`config.mk`:
```
export PLATFORM = sky130hd
export DESIGN_NAME = rip_decoder
export DESIGN_NICKNAME = d
export VERILOG_FILES = /design/src/rtl/rip_pkg.sv /design/src/rtl/rip_decoder.sv
export VERILOG_INCLUDE_DIRS = /design/src /design/src/rtl
export SDC_FILE = /design/constraint.sdc
export NUM_CORES = 1
export LEC_CHECK = 0
export BUFFER_PORTS_ARGS = -buffer_cell sky130_fd_sc_hd__buf_4
export CORE_ASPECT_RATIO = 0.75
export CORE_MARGIN = 1.5
export CORE_UTILIZATION = 60
export DETAILED_ROUTE_END_ITERATION = 16
export PLACE_DENSITY = 0.85
export SLEW_MARGIN = 0
export SYNTH_ARGS = -nofsm -noshare
export SYNTH_HDL_FRONTEND = slang
export SYNTH_SLANG_ARGS = --single-unit
```
`constraint.sdc`:
```
create_clock -name clock -period 5.2 [get_ports clock]
set_input_delay 0.26 -clock clock [delete_from_list [all_inputs] [get_ports clock]]
set_output_delay 0.26 -clock clock [all_outputs]
set_load 0.01 [all_outputs]
```
`src/rtl/rip_consts.svh`:
```
`ifndef RIP_CONSTS_SVH
`define RIP_CONSTS_SVH
// ------------------------------------------------------------------
// Register offsets
// ------------------------------------------------------------------
`define RIP_REG_CTRL      5'h00
`define RIP_REG_IMG_OFF   5'h04
`define RIP_REG_STATUS    5'h08
`define RIP_REG_GEOM      5'h0c
`define RIP_REG_IRQ_STAT  5'h10
`define RIP_REG_IRQ_CLR   5'h14
`define RIP_REG_IRQ_EN    5'h18
`define RIP_REG_POINTS    5'h1c
// ------------------------------------------------------------------
// Field positions
// ------------------------------------------------------------------
`define RIP_CTRL_START    0
`define RIP_CTRL_COLOUR   1
`define RIP_IRQ_DONE      0
`define RIP_IRQ_ERR       1
// ------------------------------------------------------------------
// Image format figures
// ------------------------------------------------------------------
`define RIP_HDR_LAST_MONO 3'h1
`define RIP_HDR_LAST_COL  3'h5
`define RIP_BODY_MONO     16'h0002
`define RIP_BODY_COL      16'h0006
`define RIP_BPP_MIN       8'h01
`define RIP_BPP_MAX       8'h08
`define RIP_PAL_ZERO_CNT  9'h100
`define RIP_PAL_ENT_BYTES 16'h0003
`define RIP_INT_NONE      8'h00
`endif

```
`src/rtl/rip_pkg.sv`:
```
// ------------------------------------------------------------------
// Types shared by the decoder
// ------------------------------------------------------------------
package rip_pkg;
   typedef enum logic [2:0] {
      RIP_IDLE, RIP_HDR, RIP_CHECK, RIP_BIT, RIP_BODY, RIP_PAL,
      RIP_EMIT, RIP_DONE
   } rip_state_t;
endpackage : rip_pkg
```
`src/rtl/rip_decoder.sv`:
```
// The placing of the registers and the strobed register port were decided locally.
`timescale 1ns/1ns
`default_nettype none
`include "rip_consts.svh"
module rip_decoder
   import rip_pkg::*;
(
   input  wire logic        clock,      // 125 MHz clock.
   input  wire logic        rst,        // Synchronous reset, high.
   input  wire logic [4:0]  reg_addr,   // Register byte address.
   input  wire logic [31:0] reg_wdata,  // Register write data.
   input  wire logic        reg_wr,     // Register write strobe.
   input  wire logic        reg_rd,     // Register read strobe.
   output logic      [31:0] reg_rdata,  // Read data, cycle after strobe.
   output logic             irq,        // Level interrupt.
   output logic             src_req,    // Byte fetch request.
   output logic      [15:0] src_addr,   // Byte offset in the file.
   input  wire logic        src_ack,    // Fetch answered this cycle.
   input  wire logic [7:0]  src_data,   // Fetched byte.
   output logic             pix_valid,  // Point available.
   input  wire logic        pix_ready,  // Consumer takes the point.
   output logic             pix_set,    // Mono point set.
   output logic      [7:0]  pix_index,  // Palette index of the point.
   output logic      [7:0]  pix_red,    // Red intensity.
   output logic      [7:0]  pix_green,  // Green intensity.
   output logic      [7:0]  pix_blue,   // Blue intensity.
   output logic             pix_last    // Final point of the image.
);
   // ---------------------------------------------------------------
   // Declarations
   // ---------------------------------------------------------------
   rip_state_t  st_ff;
   logic [31:0] rdata_ff;
   logic [15:0] addr_ff, body_ff, img_off_ff, pal_off_ff, pts_ff, total;
   logic [8:0]  ents_ff;
   logic [7:0]  cur_ff, idx_ff, width_ff, height_ff, bpp_ff, nxt_idx;
   logic [7:0]  pix_idx_ff, pix_r_ff, pix_g_ff, pix_b_ff;
   logic [3:0]  bit_cnt_ff, left_ff;
   logic [2:0]  hdr_ix_ff;
   logic [1:0]  pal_ix_ff, irq_stat_ff, irq_en_ff;
   logic        colour_ff, mode_ff, done_ff, err_ff, pix_last_ff;
   logic        ev_done, ev_err, start, last_bit, bad_bpp;
   // ---------------------------------------------------------------
   // Combinational helpers
   // ---------------------------------------------------------------
   // The next index shifts in the top bit of the current body byte.
   assign nxt_idx  = {idx_ff[6:0], cur_ff[7]};
   assign total    = {8'h00, width_ff} * {8'h00, height_ff};
   assign last_bit = (({4'h0, bit_cnt_ff} + 8'h01) == bpp_ff);
   assign bad_bpp  = (bpp_ff < `RIP_BPP_MIN) || (bpp_ff > `RIP_BPP_MAX);
   assign start    = reg_wr && (reg_addr == `RIP_REG_CTRL) &&
                     reg_wdata[`RIP_CTRL_START];
   assign src_req  = (st_ff == RIP_HDR) || (st_ff == RIP_BODY) ||
                     (st_ff == RIP_PAL);
   assign src_addr = addr_ff;
   assign pix_valid = (st_ff == RIP_EMIT);
   assign ev_done  = (st_ff == RIP_DONE);
   assign ev_err   = (st_ff == RIP_DONE) && err_ff;
   // ---------------------------------------------------------------
   // Decode sequencer
   // ---------------------------------------------------------------
   // One process owns the walk through header, body and palette so
   // that the fetch address and its purpose can never disagree.
   always_ff @(posedge clock) begin
      if (rst) begin
         st_ff      <= RIP_IDLE;
         hdr_ix_ff  <= 3'h0;
         pal_ix_ff  <= 2'h0;
         bit_cnt_ff <= 4'h0;
         left_ff    <= 4'h0;
         cur_ff     <= 8'h00;
         idx_ff     <= 8'h00;
         addr_ff    <= 16'h0000;
         body_ff    <= 16'h0000;
         pal_off_ff <= 16'h0000;
         pts_ff     <= 16'h0000;
         width_ff   <= 8'h00;
         height_ff  <= 8'h00;
         bpp_ff     <= 8'h00;
         ents_ff    <= 9'h000;
         colour_ff  <= 1'b0;
         done_ff    <= 1'b0;
         err_ff     <= 1'b0;
      end else begin
         case (st_ff)
            RIP_IDLE: begin
               if (start) begin
                  st_ff     <= RIP_HDR;
                  colour_ff <= reg_wdata[`RIP_CTRL_COLOUR];  // Scheme of this very write.
                  hdr_ix_ff <= 3'h0;
                  addr_ff   <= img_off_ff;
                  pts_ff    <= 16'h0000;
                  left_ff   <= 4'h0;
                  done_ff   <= 1'b0;
                  err_ff    <= 1'b0;
                  bpp_ff    <= `RIP_BPP_MIN;
               end
            end
            RIP_HDR: begin
               if (src_ack) begin
                  case (hdr_ix_ff)
                     3'h0: width_ff <= src_data;
                     3'h1: height_ff <= src_data;
                     3'h2: bpp_ff <= src_data;
                     3'h3: ents_ff <= (src_data == 8'h00) ? `RIP_PAL_ZERO_CNT :
                                      {1'b0, src_data};
                     3'h4: pal_off_ff[15:8] <= src_data;
                     default: pal_off_ff[7:0] <= src_data;
                  endcase
                  if (hdr_ix_ff == (colour_ff ? `RIP_HDR_LAST_COL :
                                    `RIP_HDR_LAST_MONO)) begin
                     st_ff <= RIP_CHECK;
                  end else begin
                     hdr_ix_ff <= hdr_ix_ff + 3'h1;
                     addr_ff   <= addr_ff + 16'h0001;
                  end
               end
            end
            RIP_CHECK: begin
               // Body starts right after the header of either scheme.
               body_ff <= img_off_ff + (colour_ff ? `RIP_BODY_COL :
                                        `RIP_BODY_MONO);
               bit_cnt_ff <= 4'h0;
               idx_ff     <= 8'h00;
               if (colour_ff && bad_bpp) begin
                  err_ff <= 1'b1;
                  st_ff  <= RIP_DONE;
               end else if (total == 16'h0000) begin
                  st_ff <= RIP_DONE;
               end else begin
                  st_ff <= RIP_BIT;
               end
            end
            RIP_BIT: begin
               if (left_ff == 4'h0) begin
                  st_ff   <= RIP_BODY;
                  addr_ff <= body_ff;
               end else begin
                  idx_ff     <= nxt_idx;
                  cur_ff     <= {cur_ff[6:0], 1'b1};
                  left_ff    <= left_ff - 4'h1;
                  bit_cnt_ff <= bit_cnt_ff + 4'h1;
                  if (last_bit) begin
                     bit_cnt_ff <= 4'h0;
                     if (!colour_ff) begin
                        st_ff <= RIP_EMIT;
                     end else if ({1'b0, nxt_idx} >= ents_ff) begin
                        err_ff <= 1'b1;
                        st_ff  <= RIP_DONE;
                     end else begin
                        // Palette base comes from this image only.
                        st_ff     <= RIP_PAL;
                        pal_ix_ff <= 2'h0;
                        addr_ff   <= pal_off_ff +
                                     {8'h00, nxt_idx} * `RIP_PAL_ENT_BYTES;
                     end
                  end
               end
            end
            RIP_BODY: begin
               if (src_ack) begin
                  cur_ff  <= src_data;
                  left_ff <= 4'h8;
                  body_ff <= body_ff + 16'h0001;
                  st_ff   <= RIP_BIT;
               end
            end
            RIP_PAL: begin
               if (src_ack) begin
                  addr_ff   <= addr_ff + 16'h0001;
                  pal_ix_ff <= pal_ix_ff + 2'h1;
                  if (pal_ix_ff == 2'h2) begin
                     st_ff <= RIP_EMIT;
                  end
               end
            end
            RIP_EMIT: begin
               if (pix_ready) begin
                  idx_ff <= 8'h00;
                  pts_ff <= pts_ff + 16'h0001;
                  // Leftover bits of the last byte are dropped here.
                  st_ff  <= pix_last_ff ? RIP_DONE : RIP_BIT;
               end
            end
            RIP_DONE: begin
               done_ff <= 1'b1;
               st_ff   <= RIP_IDLE;
            end
            default: st_ff <= RIP_IDLE;
         endcase
      end
   end
   // ---------------------------------------------------------------
   // Point output
   // ---------------------------------------------------------------
   // Intensities pass through unscaled; FF is full and 00 is off.
   always_ff @(posedge clock) begin
      if (rst) begin
         pix_idx_ff  <= 8'h00;
         pix_r_ff    <= `RIP_INT_NONE;
         pix_g_ff    <= `RIP_INT_NONE;
         pix_b_ff    <= `RIP_INT_NONE;
         pix_last_ff <= 1'b0;
      end else begin
         if ((st_ff == RIP_BIT) && (left_ff != 4'h0) && last_bit) begin
            pix_idx_ff  <= nxt_idx;
            pix_last_ff <= ((pts_ff + 16'h0001) == total);
            pix_r_ff    <= `RIP_INT_NONE;
            pix_g_ff    <= `RIP_INT_NONE;
            pix_b_ff    <= `RIP_INT_NONE;
         end
         if ((st_ff == RIP_PAL) && src_ack) begin
            case (pal_ix_ff)
               2'h0: pix_r_ff <= src_data;
               2'h1: pix_g_ff <= src_data;
               default: pix_b_ff <= src_data;
            endcase
         end
      end
   end
   assign pix_index = pix_idx_ff;
   assign pix_set   = !colour_ff && pix_idx_ff[0];
   assign pix_red   = pix_r_ff;
   assign pix_green = pix_g_ff;
   assign pix_blue  = pix_b_ff;
   assign pix_last  = pix_last_ff;
   // ---------------------------------------------------------------
   // Register file
   // ---------------------------------------------------------------
   always_ff @(posedge clock) begin
      if (rst) begin
         mode_ff    <= 1'b0;
         img_off_ff <= 16'h0000;
         irq_en_ff  <= 2'h0;
      end else if (reg_wr) begin
         case (reg_addr)
            `RIP_REG_CTRL: mode_ff <= reg_wdata[`RIP_CTRL_COLOUR];
            `RIP_REG_IMG_OFF: img_off_ff <= reg_wdata[15:0];
            `RIP_REG_IRQ_EN: irq_en_ff <= reg_wdata[1:0];
            default: ;
         endcase
      end
   end
   // Unmapped and write-only offsets read back as zero.
   always_ff @(posedge clock) begin
      if (rst) begin
         rdata_ff <= 32'h0000_0000;
      end else if (reg_rd) begin
         case (reg_addr)
            `RIP_REG_CTRL: rdata_ff <= {30'h0, mode_ff, 1'b0};
            `RIP_REG_IMG_OFF: rdata_ff <= {16'h0000, img_off_ff};
            `RIP_REG_STATUS: rdata_ff <= {29'h0, err_ff, done_ff,
                                          (st_ff != RIP_IDLE)};
            `RIP_REG_GEOM: rdata_ff <= {ents_ff[7:0], bpp_ff, height_ff,
                                        width_ff};
            `RIP_REG_IRQ_STAT: rdata_ff <= {30'h0, irq_stat_ff};
            `RIP_REG_IRQ_EN: rdata_ff <= {30'h0, irq_en_ff};
            `RIP_REG_POINTS: rdata_ff <= {16'h0000, pts_ff};
            default: rdata_ff <= 32'h0000_0000;
         endcase
      end else begin
         rdata_ff <= 32'h0000_0000;
      end
   end
   assign reg_rdata = rdata_ff;
   // ---------------------------------------------------------------
   // Interrupts
   // ---------------------------------------------------------------
   // A new event in the clearing cycle survives, set beats clear.
   always_ff @(posedge clock) begin
      if (rst) begin
         irq_stat_ff <= 2'h0;
      end else begin
         if (reg_wr && (reg_addr == `RIP_REG_IRQ_CLR)) begin
            irq_stat_ff <= irq_stat_ff & ~reg_wdata[1:0];
         end
         if (ev_done) begin
            irq_stat_ff[`RIP_IRQ_DONE] <= 1'b1;
         end
         if (ev_err) begin
            irq_stat_ff[`RIP_IRQ_ERR] <= 1'b1;
         end
      end
   end
   assign irq = |(irq_stat_ff & irq_en_ff);
   // ---------------------------------------------------------------
   // Checks
   // ---------------------------------------------------------------
   mono_black_a: assert property (@(posedge clock) disable iff (rst)
      pix_valid && !colour_ff |-> pix_red == 8'h00 && pix_green == 8'h00 && pix_blue == 8'h00)
      else $error("mono point carries colour");
   mono_set_a: assert property (@(posedge clock) disable iff (rst)
      pix_valid && !colour_ff |-> pix_set == pix_index[0] && pix_index[7:1] == 7'h00)
      else $error("mono set bit wrong");
   bad_depth_a: assert property (@(posedge clock) disable iff (rst)
      st_ff == RIP_CHECK && colour_ff && bpp_ff > 8'h08 |=> err_ff ##1 done_ff)
      else $error("bad depth not flagged");
   zero_count_a: assert property (@(posedge clock) disable iff (rst)
      st_ff == RIP_HDR && src_ack && hdr_ix_ff == 3'h3 && src_data == 8'h00
      |=> ents_ff == 9'h100)
      else $error("zero entry count not 256");
   pal_addr_a: assert property (@(posedge clock) disable iff (rst)
      $rose(st_ff == RIP_PAL) |->
      src_addr == pal_off_ff + {8'h00, idx_ff} * 16'h0003)
      else $error("palette address wrong");
   over_index_a: assert property (@(posedge clock) disable iff (rst)
      st_ff == RIP_BIT && left_ff != 4'h0 && last_bit && colour_ff &&
      {1'b0, nxt_idx} >= ents_ff |=> err_ff && st_ff == RIP_DONE)
      else $error("index overflow not flagged");
   done_count_a: assert property (@(posedge clock) disable iff (rst)
      $rose(done_ff) && !err_ff |-> pts_ff == total)
      else $error("done before all points");
   pix_hold_a: assert property (@(posedge clock) disable iff (rst)
      pix_valid && !pix_ready |=> pix_valid && $stable(pix_index))
      else $error("point dropped while stalled");
   fetch_hold_a: assert property (@(posedge clock) disable iff (rst)
      src_req && !src_ack |=> src_req && $stable(src_addr))
      else $error("fetch request withdrawn");
endmodule : rip_decoder
`default_nettype wire

```
==> run_results.csv <==
group,metric,value,unit
status,status,"completed",
layout,antenna_cells,0,
floorplan,design.die.area,23740,µm²
route,ant_nets,0,
timing,fin_ws,0.1633,ns
logic_synthesis,ys_top_cells_by_count,"nand2_1 (225), dfxtp_1 (217), nor2_1 (174)",
timing,finalMaxSlewViolations,0,
floorplan,start_util,61.57,%
clock_network,post_cts_buffers,0,
critical_path,worst_r2r_endpoint,"st_ff[2]",
layout,fin_nets,1943,
logic_synthesis,syn-num-nets,1888,
floorplan,coreArea,22230,µm²
logic_synthesis,synth_seq_area_share,31.74,%
clock_network,htreeDepth,1,
timing,hold_viol_final,0,
route,drc,0,
critical_path,arrival,5.48,ns
grt,grt_pass1_wl,63.88,mm
critical_path,end_kind,"flop",
pwr,power.density,251.8,nW/µm²
route,wl,39.93,mm
route,drtIter0Drc,1762,
placement,hpwl,28.18,mm
route,via_count,13072,
run,max_cap_violations,0,
clock_network,numCtsBuffers,22,
logic_synthesis,synth_top_area_share,31.74,%
grt,grt_overflow,0,
logic_synthesis,syn_avg_cell_area,7.948,µm²
critical_path,ff2ff_path_depth,15,
timing,clock.fmax,198.5,MHz
route,via_per_inst,6.267,
clock_network,cts-root-buf,"clkbuf_16",
logic_synthesis,synth_cells,1722,
floorplan,die_w,177.4,µm
grt,grt_pass1_vias,12194,
logic_synthesis,synth_edf_count,0,
timing,worstMarginPinSlew,1.130,ns
clock_network,cts_sinks,217,
hold_path,min_path_type,"in2reg",
pwr,irDropWorstVdd,0.2295,mV
logic_synthesis,synth_area_leaders,"dfxtp_1 (32%), fa_1 (6.6%), ha_1 (6.4%)",
placement,dp_slack,0.07403,ns
critical_path,r2r_setup_slack,0.16,ns
floorplan,rows,47,
route,wl_per_cell,19.14,µm
layout,fin_cells,2086,
hold_path,min_path_cells,3,
critical_path,crit_type,"reg2reg",
grt,antenna_found_initial,1,
layout,drive_gt1_share,11.89,%
critical_path,cp-startpoint,"width_ff[4]",
floorplan,die_h,133.8,µm
logic_synthesis,synth_seq_cells,217,
logic_synthesis,ys_types,74,
layout,area_growth,12.91,%
timing,clock_skew,0.01001,ns
logic_synthesis,syn_area,13690,µm²
pwr,power.total,0.003891,W
route,firstDrtPassIters,6,
clock_network,clk_pin_slew,0.07,ns
layout,final_util,69.52,%
floorplan,io_pins,136,
logic_synthesis,synthFlopType,"dfxtp_1",
logic_synthesis,synth-async-reset-ratio,0,%
grt,grt_max_degree,75,
placement,post-place-cells,2040,
timing,final-setup-viol-count,0,
placement,io_buffer_count,119,
clock_network,tritoncts,"built",
critical_path,cp_max_fo,10,
pwr,leakage,6.214,nW
timing,fin_hold_ws,0.01531,ns
critical_path,regToRegStartpoint,"width_ff[4]",
placement,gp_congestion,0.9490,
critical_path,cp-endpoint,"st_ff[2]",
logic_synthesis,ys_warn_count,0,
logic_synthesis,synth_largest_area_cell,"dfxtp_1",
clock_network,insertion_delay,0.52,ns
clock_network,clock_tree.buffer_depth,3,
timing,fin_crit,5.037,ns
logic_synthesis,synthMostInstantiatedCell,"nand2_1",
timing,slew_headroom,24.67,%
critical_path,cp-start-kind,"flop",
grt,grt_usage,33.33,%
timing,fin_crit_sh,96.86,%
layout,fillers,1746,
critical_path,crit_required,5.64,ns
## timing repair
action	4_1_cts	5_1_grt
gates resized for setup	0	16
endpoints found under the setup margin	0	2
hold endpoints to repair	7	0
hold buffers	7	0
## per-layer routing
layer | routed length (µm) | track usage (%) | up-vias | part of all wire [%]
met5 | 7 | 0 | - | 0.018
met4 | 819 | 8.450 | 2 | 2.1
met3 | 4747 | 7.455 | 71 | 12
met2 | 17110 | 49.28 | 736 | 43
met1 | 17250 | 49.10 | 6226 | 43
li1 | - | - | 6037 | -
## flip-flops by register name, summed over array words and instances, names as in the netlist, 9 cells and up
| register | count |
|---|---|
| reg_rdata | 32 |
| body_ff | 16 |
| img_off_ff | 16 |
| pal_off_ff | 16 |
| pts_ff | 16 |
| src_addr | 16 |
| ents_ff | 9 |
## per-stage QoR
stage / setup TNS, ns / cell area [µm²]
6_report: 0 / 15450
5_1_grt: -0.01139 / 15450
4_1_cts: 0 / 15410
3_5_place_dp: 0 / 14640
3_3_place_gp: 0 / 14640
2_1_floorplan: 0 / 13690
## power by group
part	switching, W	internal (W)
registers	0.0000818	0.00171
clock network	0.000685	0.000877
logic	0.000349	0.000189
## final cells by class
type,instances,area (µm²),share of cell area (%)
multi-input combinational,1302,8587,55.57
sequential,217,4360,28.22
timing repair buffer,145,1106,7.157
clock buffer,30,610.6,3.951
tap,294,367.9,2.380
inverter,89,334.1,2.162
clock inverter,9,87.58,0.5668
## worst max-delay path, stage by stage (launching register included)
cell       delay [ns]
dfxtp_2          0.45
nand2_1          0.12
fa_1             0.56
fa_1             0.44
fa_1             0.52
fa_1             0.54
inv_1            0.05
ha_1             0.39
nand3_1          0.18
o221ai_4         0.26
a21oi_1          0.12
xnor2_1          0.17
or4_1            0.42
nor3_1           0.20
nand4bb_1        0.22
a221oi_2         0.31
## cells in the final DEF, fill, tap and decap left out, types with 6 or more instances in the layout
cell	instances
nand2_1	225
dfxtp_1	208
nor2_1	174
a21oi_1	155
buf_4	138
nand3_1	92
inv_1	89
ha_1	69
and2_1	60
o21ai_0	56
xnor2_1	48
mux2i_1	46
fa_1	45
nor3_1	35
a22oi_1	26
xor2_1	26
clkbuf_16	22
nand4_1	19
and3_1	16
mux2_2	15
nor2b_1	13
o22ai_1	12
nor4_1	12
a311oi_1	12
or3_1	10
o21a_1	9
a211oi_1	9
a21o_1	9
a31oi_1	8
a221oi_1	7
dfxtp_2	7
dlygate4sd3_1	7
nand2b_1	6
and4_1	6
o31ai_1	6
## kinds of logic after synthesis
kind of cell | count (synthesis) | synth area share (%)
fa+ha+maj | 115 | 12.98
buf+inv | 203 | 5.723
simple gates | 693 | 23.80
xor+xnor | 75 | 4.909
compound gates | 358 | 16.24
mux | 61 | 4.598
flops | 217 | 31.74
## how the worst min path moves through the flow
stage                             from             to  slack (ns)
after floorplan           reg_wdata[0]  img_off_ff[0]        0.40
after global placement       bpp_ff[5]      bpp_ff[5]        0.45
after detailed placement   pix_blue[7]    pix_blue[7]        0.46
after CTS                 reg_wdata[4]  img_off_ff[4]       0.001
after global routing      reg_wdata[9]  img_off_ff[9]        0.02
final                     reg_wdata[4]  img_off_ff[4]        0.02
Note: power is estimated with default switching activity, not from simulation.
